==> src/pkg/pbcs_cfg.svh <==
// constants for the basic transceiver control and status register pair
`ifndef PBCS_CFG_SVH
`define PBCS_CFG_SVH
`define PBCS_IDX_CONTROL 8'h00
`define PBCS_IDX_STATUS 8'h01
`define PBCS_ADDR_CONTROL 8'h00
`define PBCS_ADDR_STATUS 8'h04
`define PBCS_ADDR_EVT 8'h08
`define PBCS_ADDR_MASK 8'h0c
`define PBCS_B_RESET 15
`define PBCS_B_LOOPBACK 14
`define PBCS_B_SPEED_LSB 13
`define PBCS_B_AN_EN 12
`define PBCS_B_PWRDN 11
`define PBCS_B_ISOLATE 10
`define PBCS_B_AN_RESTART 9
`define PBCS_B_DUPLEX 8
`define PBCS_B_COLTEST 7
`define PBCS_B_SPEED_MSB 6
`define PBCS_S_AN_DONE 5
`define PBCS_S_RFAULT 4
`define PBCS_S_LINK 2
`define PBCS_S_JABBER 1
`define PBCS_STATUS_FIXED 16'h7809
`define PBCS_SRST_NS 1000
`define PBCS_SRST_CYC ((`PBCS_SRST_NS + 7) / 8)
`define PBCS_EVT_W 4
`endif

==> src/pkg/pbcs_pkg.sv <==
// types for the basic transceiver control and status register pair
package pbcs_pkg;
    typedef enum logic [1:0] {
        PBCS_SPD_10 = 2'h0,
        PBCS_SPD_100 = 2'h1,
        PBCS_SPD_1000 = 2'h2,
        PBCS_SPD_RSVD = 2'h3
    } pbcs_speed_e;
    typedef enum logic [1:0] {
        PBCS_RUN = 2'h0,
        PBCS_SRST = 2'h1
    } pbcs_state_e;
    typedef struct packed {
        logic loopback;
        logic power_down;
        logic isolate;
        logic full_duplex;
        logic col_test;
        logic an_enable;
        pbcs_speed_e speed;
    } pbcs_mode_s;
    typedef struct packed {
        logic link_up;
        logic an_complete;
        logic remote_fault;
        logic jabber;
    } pbcs_line_s;
endpackage

==> src/design/pbcs_regs.sv <==
// basic control and status register pair of a 10/100 transceiver, axi4-lite slave
`timescale 1ns/1ps
`default_nettype none
`include "pbcs_cfg.svh"
module pbcs_regs #(
    parameter int SRST_CYCLES = `PBCS_SRST_CYC
) (
    input wire logic aclk,
    input wire logic aresetn,
    input wire logic [7:0] s_axi_awaddr,
    input wire logic s_axi_awvalid,
    output logic s_axi_awready,
    input wire logic [31:0] s_axi_wdata,
    input wire logic [3:0] s_axi_wstrb,
    input wire logic s_axi_wvalid,
    output logic s_axi_wready,
    output logic [1:0] s_axi_bresp,
    output logic s_axi_bvalid,
    input wire logic s_axi_bready,
    input wire logic [7:0] s_axi_araddr,
    input wire logic s_axi_arvalid,
    output logic s_axi_arready,
    output logic [31:0] s_axi_rdata,
    output logic [1:0] s_axi_rresp,
    output logic s_axi_rvalid,
    input wire logic s_axi_rready,
    input wire logic [2:0] indicator_strap_pins,
    input wire pbcs_pkg::pbcs_line_s line_state,
    output pbcs_pkg::pbcs_mode_s mode,
    output logic an_restart,
    output logic core_reset,
    output logic irq
);
    logic [15:0] ctrl_ff;
    logic [2:0] strap_ff;
    logic strap_taken_ff;
    pbcs_pkg::pbcs_state_e state_ff;
    logic [31:0] srst_cnt_ff;
    logic aw_ff, w_ff;
    logic [7:0] awaddr_ff;
    logic [31:0] wdata_ff;
    logic [3:0] wstrb_ff;
    logic link_ll_ff, rfault_lh_ff, jabber_lh_ff;
    logic [`PBCS_EVT_W-1:0] evt_ff, mask_ff;
    pbcs_pkg::pbcs_line_s line_q_ff;
    logic do_wr, do_rd, ctrl_wr, stat_rd, evt_rd, soft_rst;
    logic [15:0] nxt_ctrl, status_word;
    logic [`PBCS_EVT_W-1:0] evt_new;

    assign do_wr = aw_ff && w_ff && !s_axi_bvalid;
    assign do_rd = s_axi_arvalid && s_axi_arready;
    assign ctrl_wr = do_wr && awaddr_ff == `PBCS_ADDR_CONTROL && (&wstrb_ff[1:0]);
    assign stat_rd = do_rd && s_axi_araddr == `PBCS_ADDR_STATUS;
    assign evt_rd = do_rd && s_axi_araddr == `PBCS_ADDR_EVT;
    assign soft_rst = state_ff == pbcs_pkg::PBCS_SRST;

    // strap levels caught on the first clocked cycle after release
    always_ff @(posedge aclk) begin
        if (!aresetn) begin
            strap_taken_ff <= 1'b0;
            strap_ff <= 3'h0;
        end else if (!strap_taken_ff) begin
            strap_taken_ff <= 1'b1;
            strap_ff <= indicator_strap_pins;
        end
    end

    // write channel: address and data taken in either order, held until the response
    always_ff @(posedge aclk) begin
        if (!aresetn) begin
            aw_ff <= 1'b0;
            w_ff <= 1'b0;
            awaddr_ff <= 8'h00;
            wdata_ff <= 32'h0;
            wstrb_ff <= 4'h0;
            s_axi_bvalid <= 1'b0;
        end else begin
            if (s_axi_awvalid && s_axi_awready) begin
                aw_ff <= 1'b1;
                awaddr_ff <= s_axi_awaddr;
            end
            if (s_axi_wvalid && s_axi_wready) begin
                w_ff <= 1'b1;
                wdata_ff <= s_axi_wdata;
                wstrb_ff <= s_axi_wstrb;
            end
            if (do_wr) begin
                s_axi_bvalid <= 1'b1;
            end else if (s_axi_bvalid && s_axi_bready) begin
                s_axi_bvalid <= 1'b0;
                aw_ff <= 1'b0;
                w_ff <= 1'b0;
            end
        end
    end
    assign s_axi_awready = !aw_ff;
    assign s_axi_wready = !w_ff;
    assign s_axi_bresp = 2'h0;

    // control register next value; reserved bits 5:0 forced to zero
    always_comb begin
        nxt_ctrl = ctrl_ff;
        nxt_ctrl[`PBCS_B_AN_RESTART] = 1'b0;
        // outside the timed reset the reset bit must read 0 again
        nxt_ctrl[`PBCS_B_RESET] = 1'b0;
        if (ctrl_wr) begin
            nxt_ctrl = {wdata_ff[15:6], 6'h00};
        end
    end

    always_ff @(posedge aclk) begin
        if (!aresetn) begin
            ctrl_ff <= 16'h0000;
        end else if (!strap_taken_ff || soft_rst) begin
            // defaults: strap bits for an enable, speed and duplex, reset bit set during the soft reset, others zero
            ctrl_ff <= 16'h0000;
            ctrl_ff[`PBCS_B_RESET] <= soft_rst;
            ctrl_ff[`PBCS_B_AN_EN] <= strap_taken_ff ? strap_ff[2] : indicator_strap_pins[2];
            ctrl_ff[`PBCS_B_SPEED_LSB] <= strap_taken_ff ? strap_ff[1] : indicator_strap_pins[1];
            ctrl_ff[`PBCS_B_DUPLEX] <= strap_taken_ff ? strap_ff[0] : indicator_strap_pins[0];
        end else begin
            ctrl_ff <= nxt_ctrl;
        end
    end

    // soft reset sequencer: the reset bit reads 1 until the timed reset ends
    always_ff @(posedge aclk) begin
        if (!aresetn) begin
            state_ff <= pbcs_pkg::PBCS_RUN;
            srst_cnt_ff <= 32'h0;
        end else unique case (state_ff)
            pbcs_pkg::PBCS_RUN: begin
                if (ctrl_wr && wdata_ff[`PBCS_B_RESET]) begin
                    state_ff <= pbcs_pkg::PBCS_SRST;
                    srst_cnt_ff <= 32'h0;
                end
            end
            pbcs_pkg::PBCS_SRST: begin
                srst_cnt_ff <= srst_cnt_ff + 32'h1;
                if (srst_cnt_ff >= 32'(SRST_CYCLES - 1)) begin
                    state_ff <= pbcs_pkg::PBCS_RUN;
                end
            end
            default: state_ff <= pbcs_pkg::PBCS_RUN;
        endcase
    end

    // line status latches; a new event wins over the clearing read
    always_ff @(posedge aclk) begin
        if (!aresetn || soft_rst) begin
            line_q_ff <= '0;
            link_ll_ff <= 1'b0;
            rfault_lh_ff <= 1'b0;
            jabber_lh_ff <= 1'b0;
        end else begin
            line_q_ff <= line_state;
            link_ll_ff <= stat_rd ? line_state.link_up : (link_ll_ff & line_state.link_up);
            rfault_lh_ff <= (rfault_lh_ff & !stat_rd) | line_state.remote_fault;
            jabber_lh_ff <= (jabber_lh_ff & !stat_rd) | line_state.jabber;
        end
    end

    always_comb begin
        status_word = `PBCS_STATUS_FIXED;
        status_word[`PBCS_S_AN_DONE] = line_state.an_complete;
        status_word[`PBCS_S_RFAULT] = rfault_lh_ff | line_state.remote_fault;
        status_word[`PBCS_S_LINK] = link_ll_ff & line_state.link_up;
        status_word[`PBCS_S_JABBER] = jabber_lh_ff | line_state.jabber;
    end

    // events: link change, an complete rise, remote fault rise, jabber rise
    assign evt_new = {line_state.link_up ^ line_q_ff.link_up,
                      line_state.an_complete & !line_q_ff.an_complete,
                      line_state.remote_fault & !line_q_ff.remote_fault,
                      line_state.jabber & !line_q_ff.jabber};

    always_ff @(posedge aclk) begin
        if (!aresetn) begin
            evt_ff <= '0;
            mask_ff <= '0;
        end else begin
            evt_ff <= (evt_rd ? '0 : evt_ff) | evt_new;
            if (do_wr && awaddr_ff == `PBCS_ADDR_MASK && wstrb_ff[0]) begin
                mask_ff <= wdata_ff[`PBCS_EVT_W-1:0];
            end
        end
    end

    always_ff @(posedge aclk) begin
        if (!aresetn) begin
            irq <= 1'b0;
        end else begin
            irq <= |(((evt_rd ? '0 : evt_ff) | evt_new) & mask_ff);
        end
    end

    // read channel: one cycle from address to data
    always_ff @(posedge aclk) begin
        if (!aresetn) begin
            s_axi_rvalid <= 1'b0;
            s_axi_rdata <= 32'h0;
            s_axi_rresp <= 2'h0;
        end else if (do_rd) begin
            s_axi_rvalid <= 1'b1;
            s_axi_rresp <= 2'h0;
            unique case (s_axi_araddr)
                `PBCS_ADDR_CONTROL: s_axi_rdata <= {16'h0, ctrl_ff};
                `PBCS_ADDR_STATUS: s_axi_rdata <= {16'h0, status_word};
                `PBCS_ADDR_EVT: s_axi_rdata <= {28'h0, evt_ff};
                `PBCS_ADDR_MASK: s_axi_rdata <= {28'h0, mask_ff};
                default: begin
                    s_axi_rdata <= 32'h0;
                    s_axi_rresp <= 2'h2;
                end
            endcase
        end else if (s_axi_rready) begin
            s_axi_rvalid <= 1'b0;
        end
    end
    assign s_axi_arready = !s_axi_rvalid;

    // mode outputs registered; speed decode per the two selection bits
    always_ff @(posedge aclk) begin
        if (!aresetn) begin
            mode <= '0;
            an_restart <= 1'b0;
            core_reset <= 1'b1;
        end else begin
            mode.loopback <= ctrl_ff[`PBCS_B_LOOPBACK];
            mode.power_down <= ctrl_ff[`PBCS_B_PWRDN];
            mode.isolate <= ctrl_ff[`PBCS_B_ISOLATE];
            mode.full_duplex <= ctrl_ff[`PBCS_B_DUPLEX];
            mode.col_test <= ctrl_ff[`PBCS_B_COLTEST];
            mode.an_enable <= ctrl_ff[`PBCS_B_AN_EN];
            mode.speed <= pbcs_pkg::pbcs_speed_e'({ctrl_ff[`PBCS_B_SPEED_MSB],
                                                  ctrl_ff[`PBCS_B_SPEED_LSB]});
            an_restart <= ctrl_wr && wdata_ff[`PBCS_B_AN_RESTART];
            core_reset <= soft_rst || !strap_taken_ff;
        end
    end
endmodule // pbcs_regs
`default_nettype wire

==> config.mk <==
export PLATFORM = sky130hd
export DESIGN_NAME = pbcs_regs
export DESIGN_NICKNAME = d
export VERILOG_FILES = /design/src/pkg/pbcs_pkg.sv /design/src/design/pbcs_regs.sv
export VERILOG_INCLUDE_DIRS = /design/src /design/src/pkg
export SDC_FILE = /design/constraint.sdc
export NUM_CORES = 1
export LEC_CHECK = 0
export BUFFER_PORTS_ARGS = -buffer_cell sky130_fd_sc_hd__buf_4
export CORE_MARGIN = 2
export CORE_UTILIZATION = 52
export CTS_CLUSTER_SIZE = 8
export DETAILED_ROUTE_END_ITERATION = 7
export PLACE_DENSITY = 0.75
export SLEW_MARGIN = 20
export SYNTH_ARGS = -nofsm -noshare
export SYNTH_HDL_FRONTEND = slang
export SYNTH_SLANG_ARGS = --single-unit
==> constraint.sdc <==
create_clock -name aclk -period 4.6 [get_ports aclk]
set_clock_uncertainty 0.2 [all_clocks]
set_input_delay 0.46 -clock aclk [delete_from_list [all_inputs] [get_ports aclk]]
set_output_delay 0.46 -clock aclk [all_outputs]
set_load 0.02 [all_outputs]
# Yosys cells after proc, flatten, opt, wreduce, memory -nomap -nowiden
# Index checks and enable logic that the tools add are counted.
[totals]
regBits = 138
[classes]
add_sub_neg = 1
magnitude_cmp = 1
eq_ne = 7
n_mux = 25
bitwise = 15
n_reduce_logical = 40
[ops]
columns = ["cell", "n"]
rows = [
  ["16-bit case mux with 4 select lines", 1],
  ["32-bit case mux with 2 select lines", 1],
  ["32-bit by 1-bit adder with 32-bit output (second input constant)", 1],
  ["32-bit by 7-bit greater-or-equal comparator with 1-bit output (second input constant)", 1],
  ["16-bit 2-to-1 mux", 2],
  ["32-bit 2-to-1 mux", 1],
  ["8-bit by 4-bit == test with 1-bit output (second input constant)", 3],
  ["8-bit zero test", 2],
  ["1-bit 2-to-1 mux", 15],
  ["1-bit logical AND", 14],
  ["1-bit zero test", 10],
  ["8-bit by 3-bit == test with 1-bit output (second input constant)", 1],
  ["2-bit nonzero test", 4],
  ["4-bit OR reduction", 2],
  ["1-bit bitwise AND", 6],
  ["2-bit 2-to-1 mux", 3],
  ["2-bit AND reduction", 3],
  ["4-bit bitwise AND", 1],
  ["4-bit 2-to-1 mux", 1],
  ["1-bit bitwise OR", 4],
  ["4-bit bitwise OR", 1],
  ["2-bit case mux with 2 select lines", 1],
  ["3-bit OR reduction", 1],
  ["2-bit by 1-bit == test with 1-bit output (second input constant)", 1],
  ["other kinds (7)", 9],
]

# Longest topological paths before layout
# Gate-level depths: netlist of run 1.
[depth]
depth_word = 7
mapped_depth = 7
ltp_nobuf = 5

# Worst setup path after synthesis of run 1
# No wires, ideal clock.
[synth_path]
path_kind = "reg-to-reg"
startpoint = "register awaddr_ff[4]"
endpoint = "register srst_cnt_ff[11]"
setup_time_ns = 0.115
t_arrival_ns = 1.867
required_time_ns = 4.285
setup_slack_ns = 2.419
stages_incl_launch_ff = 6
synth_period_minus_slack_ns = 2.181
path_cell_list = "dfxtp_1 > or4_4 > or4_4 > buf_6 > and3_4 > o21a_1"
[synth_via]
elab_chain_cells = 6
[synth_rtl]
columns = ["item", "line", "text"]
rows = [
  ["from (decl)", "pbcs_regs.sv:40", "logic [7:0] awaddr_ff;"],
  ["from (signal assigned)", "pbcs_regs.sv:80", "awaddr_ff <= s_axi_awaddr;"],
  ["8-bit zero test (no line)", "--", ""],
  ["1-bit logical AND (no line)", "--", ""],
  ["1-bit logical AND", "pbcs_regs.sv:52", "assign ctrl_wr = do_wr && awaddr_ff == `PBCS_ADDR_CONTROL && (&wstrb_ff[1:0]);"],
  ["1-bit logical AND", "pbcs_regs.sv:133", "if (ctrl_wr && wdata_ff[`PBCS_B_RESET]) begin"],
  ["2-bit inequality test (no line)", "--", ""],
  ["2-bit AND reduction (no line)", "--", ""],
  ["to (signal assigned)", "pbcs_regs.sv:139", "srst_cnt_ff <= srst_cnt_ff + 32'h1;"],
  ["to (decl)", "pbcs_regs.sv:38", "logic [31:0] srst_cnt_ff;"],
]
# Every way passes these cells.
# A chain may end at the register's enable or synchronous reset.

# Worst setup path in the final report of run 1
[layout_path]
startpoint = "register state_ff[0]"
endpoint = "register srst_cnt_ff[19]"
[layout_via]
elab_chain_cells = 3
[layout_rtl]
columns = ["item", "line", "text"]
rows = [
  ["from (decl)", "pbcs_regs.sv:37", "pbcs_pkg::pbcs_state_e state_ff;"],
  ["from (signal assigned)", "pbcs_regs.sv:129", "state_ff <= pbcs_pkg::PBCS_RUN;"],
  ["from (signal assigned)", "pbcs_regs.sv:134", "state_ff <= pbcs_pkg::PBCS_SRST;"],
  ["from (signal assigned)", "pbcs_regs.sv:141", "state_ff <= pbcs_pkg::PBCS_RUN;"],
  ["2-bit by 1-bit == test with 1-bit output / 2-bit zero test (equally long branches)", "pbcs_regs.sv:131", "end else unique case (state_ff)"],
  ["2-bit nonzero test (no line) / 2-bit inequality test (equally long branches)", "--", ""],
  ["2-bit AND reduction (no line)", "--", ""],
]
# Several ways; a longest one is shown, not always the timed one.

==> impl_results.md, run 1 <==
- Outcome: finished, final reports clean
- Clk_lat worst skew: 0.50 ns
- Final WL: about 12 mm
- Clock share of power: 0.523
- Die width: just over 100 um
- CP required: slightly below 5 ns
- Post-synthesis cell count: ~560
- Cell Pwr Density: 410.1 nW/um2
- Area contributors post-synth: dfxtp_1, mux2i_1, nand2_1, nor2_1, a21oi_1
- Worst slew pin tran: roughly 0.9 ns
- Worst-path clk slew: approximately 0.06 ns
- RSZ-0062 raised after global routing: no
- Share of cells above drive strength 1: 0.1930
- Number of post-CTS setup repair buffers: 0
- Final min period: 2.536 ns
- Drt drc: 0
- Avg Inst Size Synth: slightly below 9 um2
- EDFF count, synth: 0
- WL/cell: between 15 and 20 um
- Initial antenna violation count: 0
- Sequential element share of the synthesized area: 0.4734
- Mapped cell area: 4990 um2
- Yosys reg bits: roughly 120
- Kind of critical path: register to register
- CTS tree: built
- Crit-path max FO: 16
- # resized after CTS: 0
- Initial core utilization: 0.5375
- Max-Slew Margin vs Limit: 0.3966
- Total track usage: 0.2406
- Mux share of post-synthesis cell area: 0.07071
- Die ar.: between 10000 and 15000 um2
- Cell count after placement: between 700 and 800
- Root Driver: clkbuf_8
- Fin. max-slew vios: 0
- Port Buffers: between 70 and 80
- Setup TNS Final: 0 ns
- Ant diodes: 0
- Adder-cell share of the synthesized area: 0.005015
- H-tree depth: 4
- Placeable Area: approximately 9300 um2
- # nets final: 713
- Antenna-violating nets left: 0
- Hold_sp: s_axi_wdata[14]
- Crit path capture type: register
- Max Cap Viol: 0
- Routed via count: 4341
- Layout Utilization: 0.6858
- Post-synth top flop: dfxtp_1
- Yosys top cell by area: dfxtp_1
- Main combinational cell family by area after synthesis: simple AND/OR/NAND/NOR gates
- Final hold vios: 0
- Comb power frac: 0.068
- DRT iter0 DRCs: a little over 200
- Number of global-route vias before repair: between 4000 and 5000
- Most common cell after layout, fill and taps aside: dfxtp_1
- Die Span Y: 102.0 um
- Hold Crit Class: input port to register
- Routed vias/inst: between 5 and 6
- Reg power frac: 0.409
- CP startpoint: state_ff[0]
- Filler cell count: ~730
- Final period util: 0.5512
- Detailed Routing Iterations Pass 1: 5
- # setup viols final: 0
- Psw: around 600 uW
- I/O pin count: about 120
- DP HPWL: about 8 mm
- Fmax: a little under 0.4 GHz
- Most frequent cells in the layout: dfxtp_1, buf_4, nand2_1, nor2_1, a21oi_1
- Complex-gate fraction of the synthesized area: 0.1331
- Sw frac: 0.2299
- CP Launch Type: register
- Longest Clk Path Bufs: 2
- Ys Warns: 0
- Final cell count without fillers: slightly below 800
- Leak: ~0.0025 uW
- Area Growth Syn to Fin: 27.61%
- Internal Power: roughly 2000 uW
- First-pass GRT wire length: between 15 and 20 mm
- Synth top area share: 0.4734
- Pin count of the biggest net entering global routing: 53
- VDD IR max: between 0.2 and 0.3 mV
- Cts bufs inserted: 17
- Crit path DAT: about 2.8 ns
- Post-Synth Simple-Gate Area: 0.2437
- Synth Area in XOR/XNOR: 0.01053
- GPL Wtd Cong: about 0.8
- Sink Count: about 120
- Count of different cell masters after synthesis: 60
- Ys async rst share: 0
- Row cnt: 35
- RR Startpoint: state_ff[0]
- Congestion Overflow GR: 0
==> flip-flops by register name, summed over array words and instances, names as in the netlist, 2 cells and up <==
| signal | cells |
|---|---|
| strap_ff | 3 |
| wstrb_ff | 2 |
| s_axi_rdata | 16 |
| evt_ff | 4 |
| ctrl_ff | 10 |
| mask_ff | 4 |
| awaddr_ff | 8 |
| wdata_ff | 14 |
| mode | 8 |
| srst_cnt_ff | 32 |
| line_q_ff | 4 |
==> worst paths after layout <==
path              slack, ns  cells past startpoint         endpoint
setup / recovery       2.06                      4  srst_cnt_ff[19]
hold / removal         0.01                      3     wdata_ff[14]
setup reg to reg       2.06                      4  srst_cnt_ff[19]
hold reg to reg        0.26                      2     wdata_ff[12]
==> worst max-delay path, cell delays in order (launching register included) <==
cell     delay [ns]
dfxtp_1        0.66
and4_1         0.44
nand4_1        0.45
or4_1          0.56
a21oi_1        0.16
==> cells in the mapped netlist (5+ instances only) <==
cell,number
dfxtp_1,118
nand2_1,70
nor2_1,55
a21oi_1,40
mux2i_1,33
clkbuf_1,26
buf_4,19
and2_1,16
nor4_1,14
nand4_1,13
inv_1,12
nand3_1,11
o211ai_1,10
and3_1,9
nand2b_1,9
nor2b_1,9
a32oi_1,7
nor3_1,7
o21a_1,7
and4_1,5
==> metrics by stage <==
stage	instance area, um2	total power [uW]	hold WS [ns]	setup WS, ns
final	6367	2611	0.01313	2.064
after CTS	6365	2623	0.0007462	2.098
after global placement	5558	1245	0.2390	2.158
after floorplan	5057	1197	0.2318	2.419
after detailed placement	5558	1251	0.2513	2.117
after global routing	6367	2690	0.003676	1.873
==> final cells by class <==
class	instances	area, um2	area share
clock buffers	18	417.9	0.06563
clock inverters	14	198.9	0.03124
inverters	12	45.04	0.007074
multi-input cells	397	2391	0.3755
flip-flops and latches	118	2362	0.3710
well taps	129	161.4	0.02535
repair buffers	99	790.8	0.1242
==> cell families after synthesis <==
family	count (synthesis)
simple gates	237
other cells	1
fa+ha+maj	2
xor+xnor	6
mux	35
flops	118
compound gates	98
buf+inv	62
==> power by group through the flow <==
stage	clock network, uW	logic (uW)	registers (uW)
2_1_floorplan	0	109	1090
3_3_place_gp	0	156	1090
3_5_place_dp	0	160	1090
4_1_cts	1380	174	1070
5_1_grt	1420	194	1070
6_report	1360	177	1070
==> layer usage <==
metal  up-vias  track usage  part of all wire
met2       133       0.3993              0.50
met3        12      0.05814             0.058
li1       2122            -                 -
met4         0      0.08308             0.012
met1      2074       0.3082              0.43
met5         -            0                 0
==> repair_timing <==
| item | CTS | global route |
|---|---|---|
| hold buffers | 19 | 0 |
| endpoints found under the hold margin | 20 | 0 |
| setup endpoints to repair | 0 | 0 |
Note: power is estimated with default switching activity, not from simulation.
==> inputs of run 2 (changes only) <==
ABC_AREA = 1   (was default)
PLACE_DENSITY = 0.74   (was 0.75)
clock period = 2.4 ns   (was 4.6 ns; I/O delays follow)
==> impl_results.md, run 2 <==
- CTS tree: built
- R2r endpoint: ctrl_ff[15]
- Final period util: 0.7755
- Ant diodes: 0
- Longest Clk Path Bufs: 2
- Sink Count: ~120
- Mapped cell area: between 5000 and 6000 um2
- Largest reg by FF count: srst_cnt_ff
- Cell Pwr Density: between 700 and 800 nW/um2
- Outcome: finished, final reports clean
- Routed vias/inst: ~5.1
- WL/cell: ~13 um
- Initial antenna violation count: 0
- Share of cells above drive strength 1: 0.1787
- Die width: between 100 and 150 um
- Drt drc: 0
- Area Growth Syn to Fin: 31.47%
- Yosys top cell by area: dfxtp_1
- Final Instance Area: between 6000 and 7000 um2
- Die ar.: around 11000 um2
- Final hold vios: 0
- Clock share of power: 0.516
- # nets final: 917
- Pin count of the biggest net entering global routing: 53
- Port Buffers: around 80
- Placed Area: 5894 um2
- Fin. max-slew vios: 0
- Initial core utilization: 0.5370
- # setup viols final: 0
- Synth top cells by count: nor2_1, nand2_1, dfxtp_1, inv_1, o21ai_0
- Post-Synth Simple-Gate Area: 0.3187
- H-tree depth: 4
- Hold Crit Depth: 4
- RR Startpoint: s_axi_bvalid
- Adder-cell share of the synthesized area: 0.004768
- Psw: ~1300 uW
- Avg Inst Size Synth: 7.220 um2
- Number of global-route vias before repair: about 5000
- Crit-path max FO: 12
- R2R cell count: 8
- Fmax: between 0.5 and 0.6 GHz
- Setup TNS Final: 0 ns
- Worst slew pin tran: ~0.8 ns
- Most common cell after layout, fill and taps aside: nor2_1
- Clk_lat worst skew: around 0.5 ns
- CTS Hold Bufs: 40
- Most frequent cells in the layout: nor2_1, nand2_1, dfxtp_1, buf_4, inv_1
- Antenna-violating nets left: 0
- DRT iter0 DRCs: roughly 260
- Final WL: around 13 mm
- Max-Slew Margin vs Limit: 0.4672
- Hold_sp: aresetn
- Detailed Routing Iterations Pass 1: 6
- Final min period: about 1.9 ns
- RSZ-0062 raised after global routing: no
- Multi-input gate area: around 2400 um2
- Top flop regs: srst_cnt_ff x32, s_axi_rdata x16, wdata_ff x14
- I/O pin count: ~120
- Worst R2R Setup Slack: ~0.54 ns
- Placeable Area: roughly 9800 um2
- Top-count cell post-synth: nor2_1
- Area contributors post-synth: dfxtp_1, nor2_1, nand2_1, o21ai_0, inv_1
- First-pass GRT wire length: approximately 23 mm
- Crit path DAT: around 2.1 ns
- GPL Wtd Cong: roughly 0.91
- Yosys reg bits: around 120
- Crit path capture type: register
- Max reg flops: 32
- VDD IR max: ~0.63 mV
- Congestion Overflow GR: 0
- CP Launch Type: register
- Synth top area share: 0.4501
- Number of post-CTS setup repair buffers: 0
- Mux share of post-synthesis cell area: 0.005721
- Count of different cell masters after synthesis: 42
- Sw frac: 0.2473
- EDFF count, synth: 0
- Die Span Y: 104.5 um
- Routed via count: just over 5000
- Kind of critical path: register to register
- Final cell count without fillers: 995
- Ys async rst share: 0
- Internal Power: 3807 uW
- Cts bufs inserted: 17
- Root Driver: clkbuf_8
- Max Cap Viol: 0
- Sequential element share of the synthesized area: 0.4501
- Total track usage: 0.2560
- Main combinational cell family by area after synthesis: simple AND/OR/NAND/NOR gates
- Worst-path clk slew: about 0.06 ns
- Cell count after placement: between 900 and 1000
- DP HPWL: slightly below 9 mm
- Sequential cell area: between 2000 and 2500 um2
- Layout Utilization: 0.7060
- Post-synthesis cell count: 727
- Hold Path End: srst_cnt_ff[29]
- CP required: about 2.6 ns
- Final Hold Slack: ~0.039 ns
- Hold Crit Class: input port to register
- Row cnt: 36
- Synth Area in XOR/XNOR: 0.01001
- Post-synth top flop: dfxtp_1
- Comb power frac: 0.077
- Ys Warns: 0
- # resized after CTS: 0
- Complex-gate fraction of the synthesized area: 0.1104
- Filler cell count: ~800
- Reg power frac: 0.408
- Leak: roughly 0.003 uW
## run 2: changes by cell type after synthesis, sizes merged, moves of 10 or more
cell	delta
and2	-13
and3	-10
clkbuf	-16
inv	+60
mux2i	-30
nand2	+69
nand3	+33
nor2	+88
nor3	+10
nor4	-12
o211ai	-10
o21ai	+53
## run 2: final cells by class
class | count | area share
clock buffer | 17 | 0.06002
clock inverter | 15 | 0.02774
inverter | 73 | 0.03971
multi-input combinational | 511 | 0.3523
sequential | 118 | 0.3423
tap | 133 | 0.02412
timing repair buffer | 128 | 0.1538
## run 2: worst max-delay path by stage
| stage | to | depth (start not counted) | from |
|---|---|---|---|
| 3_3_place_gp | irq | 11 | s_axi_araddr[4] |
| 5_1_grt | ctrl_ff[15] | 9 | awaddr_ff[3] |
| 4_1_cts | ctrl_ff[15] | 8 | s_axi_bvalid |
| 2_1_floorplan | srst_cnt_ff[7] | 6 | s_axi_bvalid |
| 6_report | ctrl_ff[15] | 8 | s_axi_bvalid |
| 3_5_place_dp | s_axi_rdata[11] | 8 | s_axi_araddr[4] |
## run 2: per-stage QoR
step / power [uW] / setup WS [ns]
final: 5059 / 0.5387
after global routing: 5238 / 0.3345
after CTS: 5069 / 0.5513
after detailed placement: 2431 / 0.5402
after global placement: 2419 / 0.5739
after floorplan: 2322 / 0.8151
## run 2: cell families after synthesis
family / Yosys count
buf+inv: 116
flops: 118
compound gates: 110
fa+ha+maj: 2
other cells: 1
simple gates: 371
xor+xnor: 6
mux: 3
## run 2: power by group through the flow
stage | Sequential, uW | Clock [uW] | Combinational (uW)
3_3_place_gp | 2100 | 0 | 318
6_report | 2060 | 2610 | 387
2_1_floorplan | 2110 | 0 | 212
5_1_grt | 2070 | 2740 | 426
4_1_cts | 2060 | 2630 | 381
3_5_place_dp | 2100 | 0 | 326
## run 2: critical path: stages (launching register included)
cell and delay [ns]:
dfxtp_1 0.34, nand3b_1 0.18, nor2_2 0.15, nand2_1 0.28
inv_2 0.22, nand2_1 0.14, nand2_1 0.11, o21ai_1 0.08
nor2_1 0.08
## run 2: layer usage
layer	GRT usage	part of all wire	wire length [um]
met4	0.08591	0.019	257
met2	0.4454	0.50	6670
met5	0	0	0
met3	0.05764	0.045	602
met1	0.3115	0.44	5815
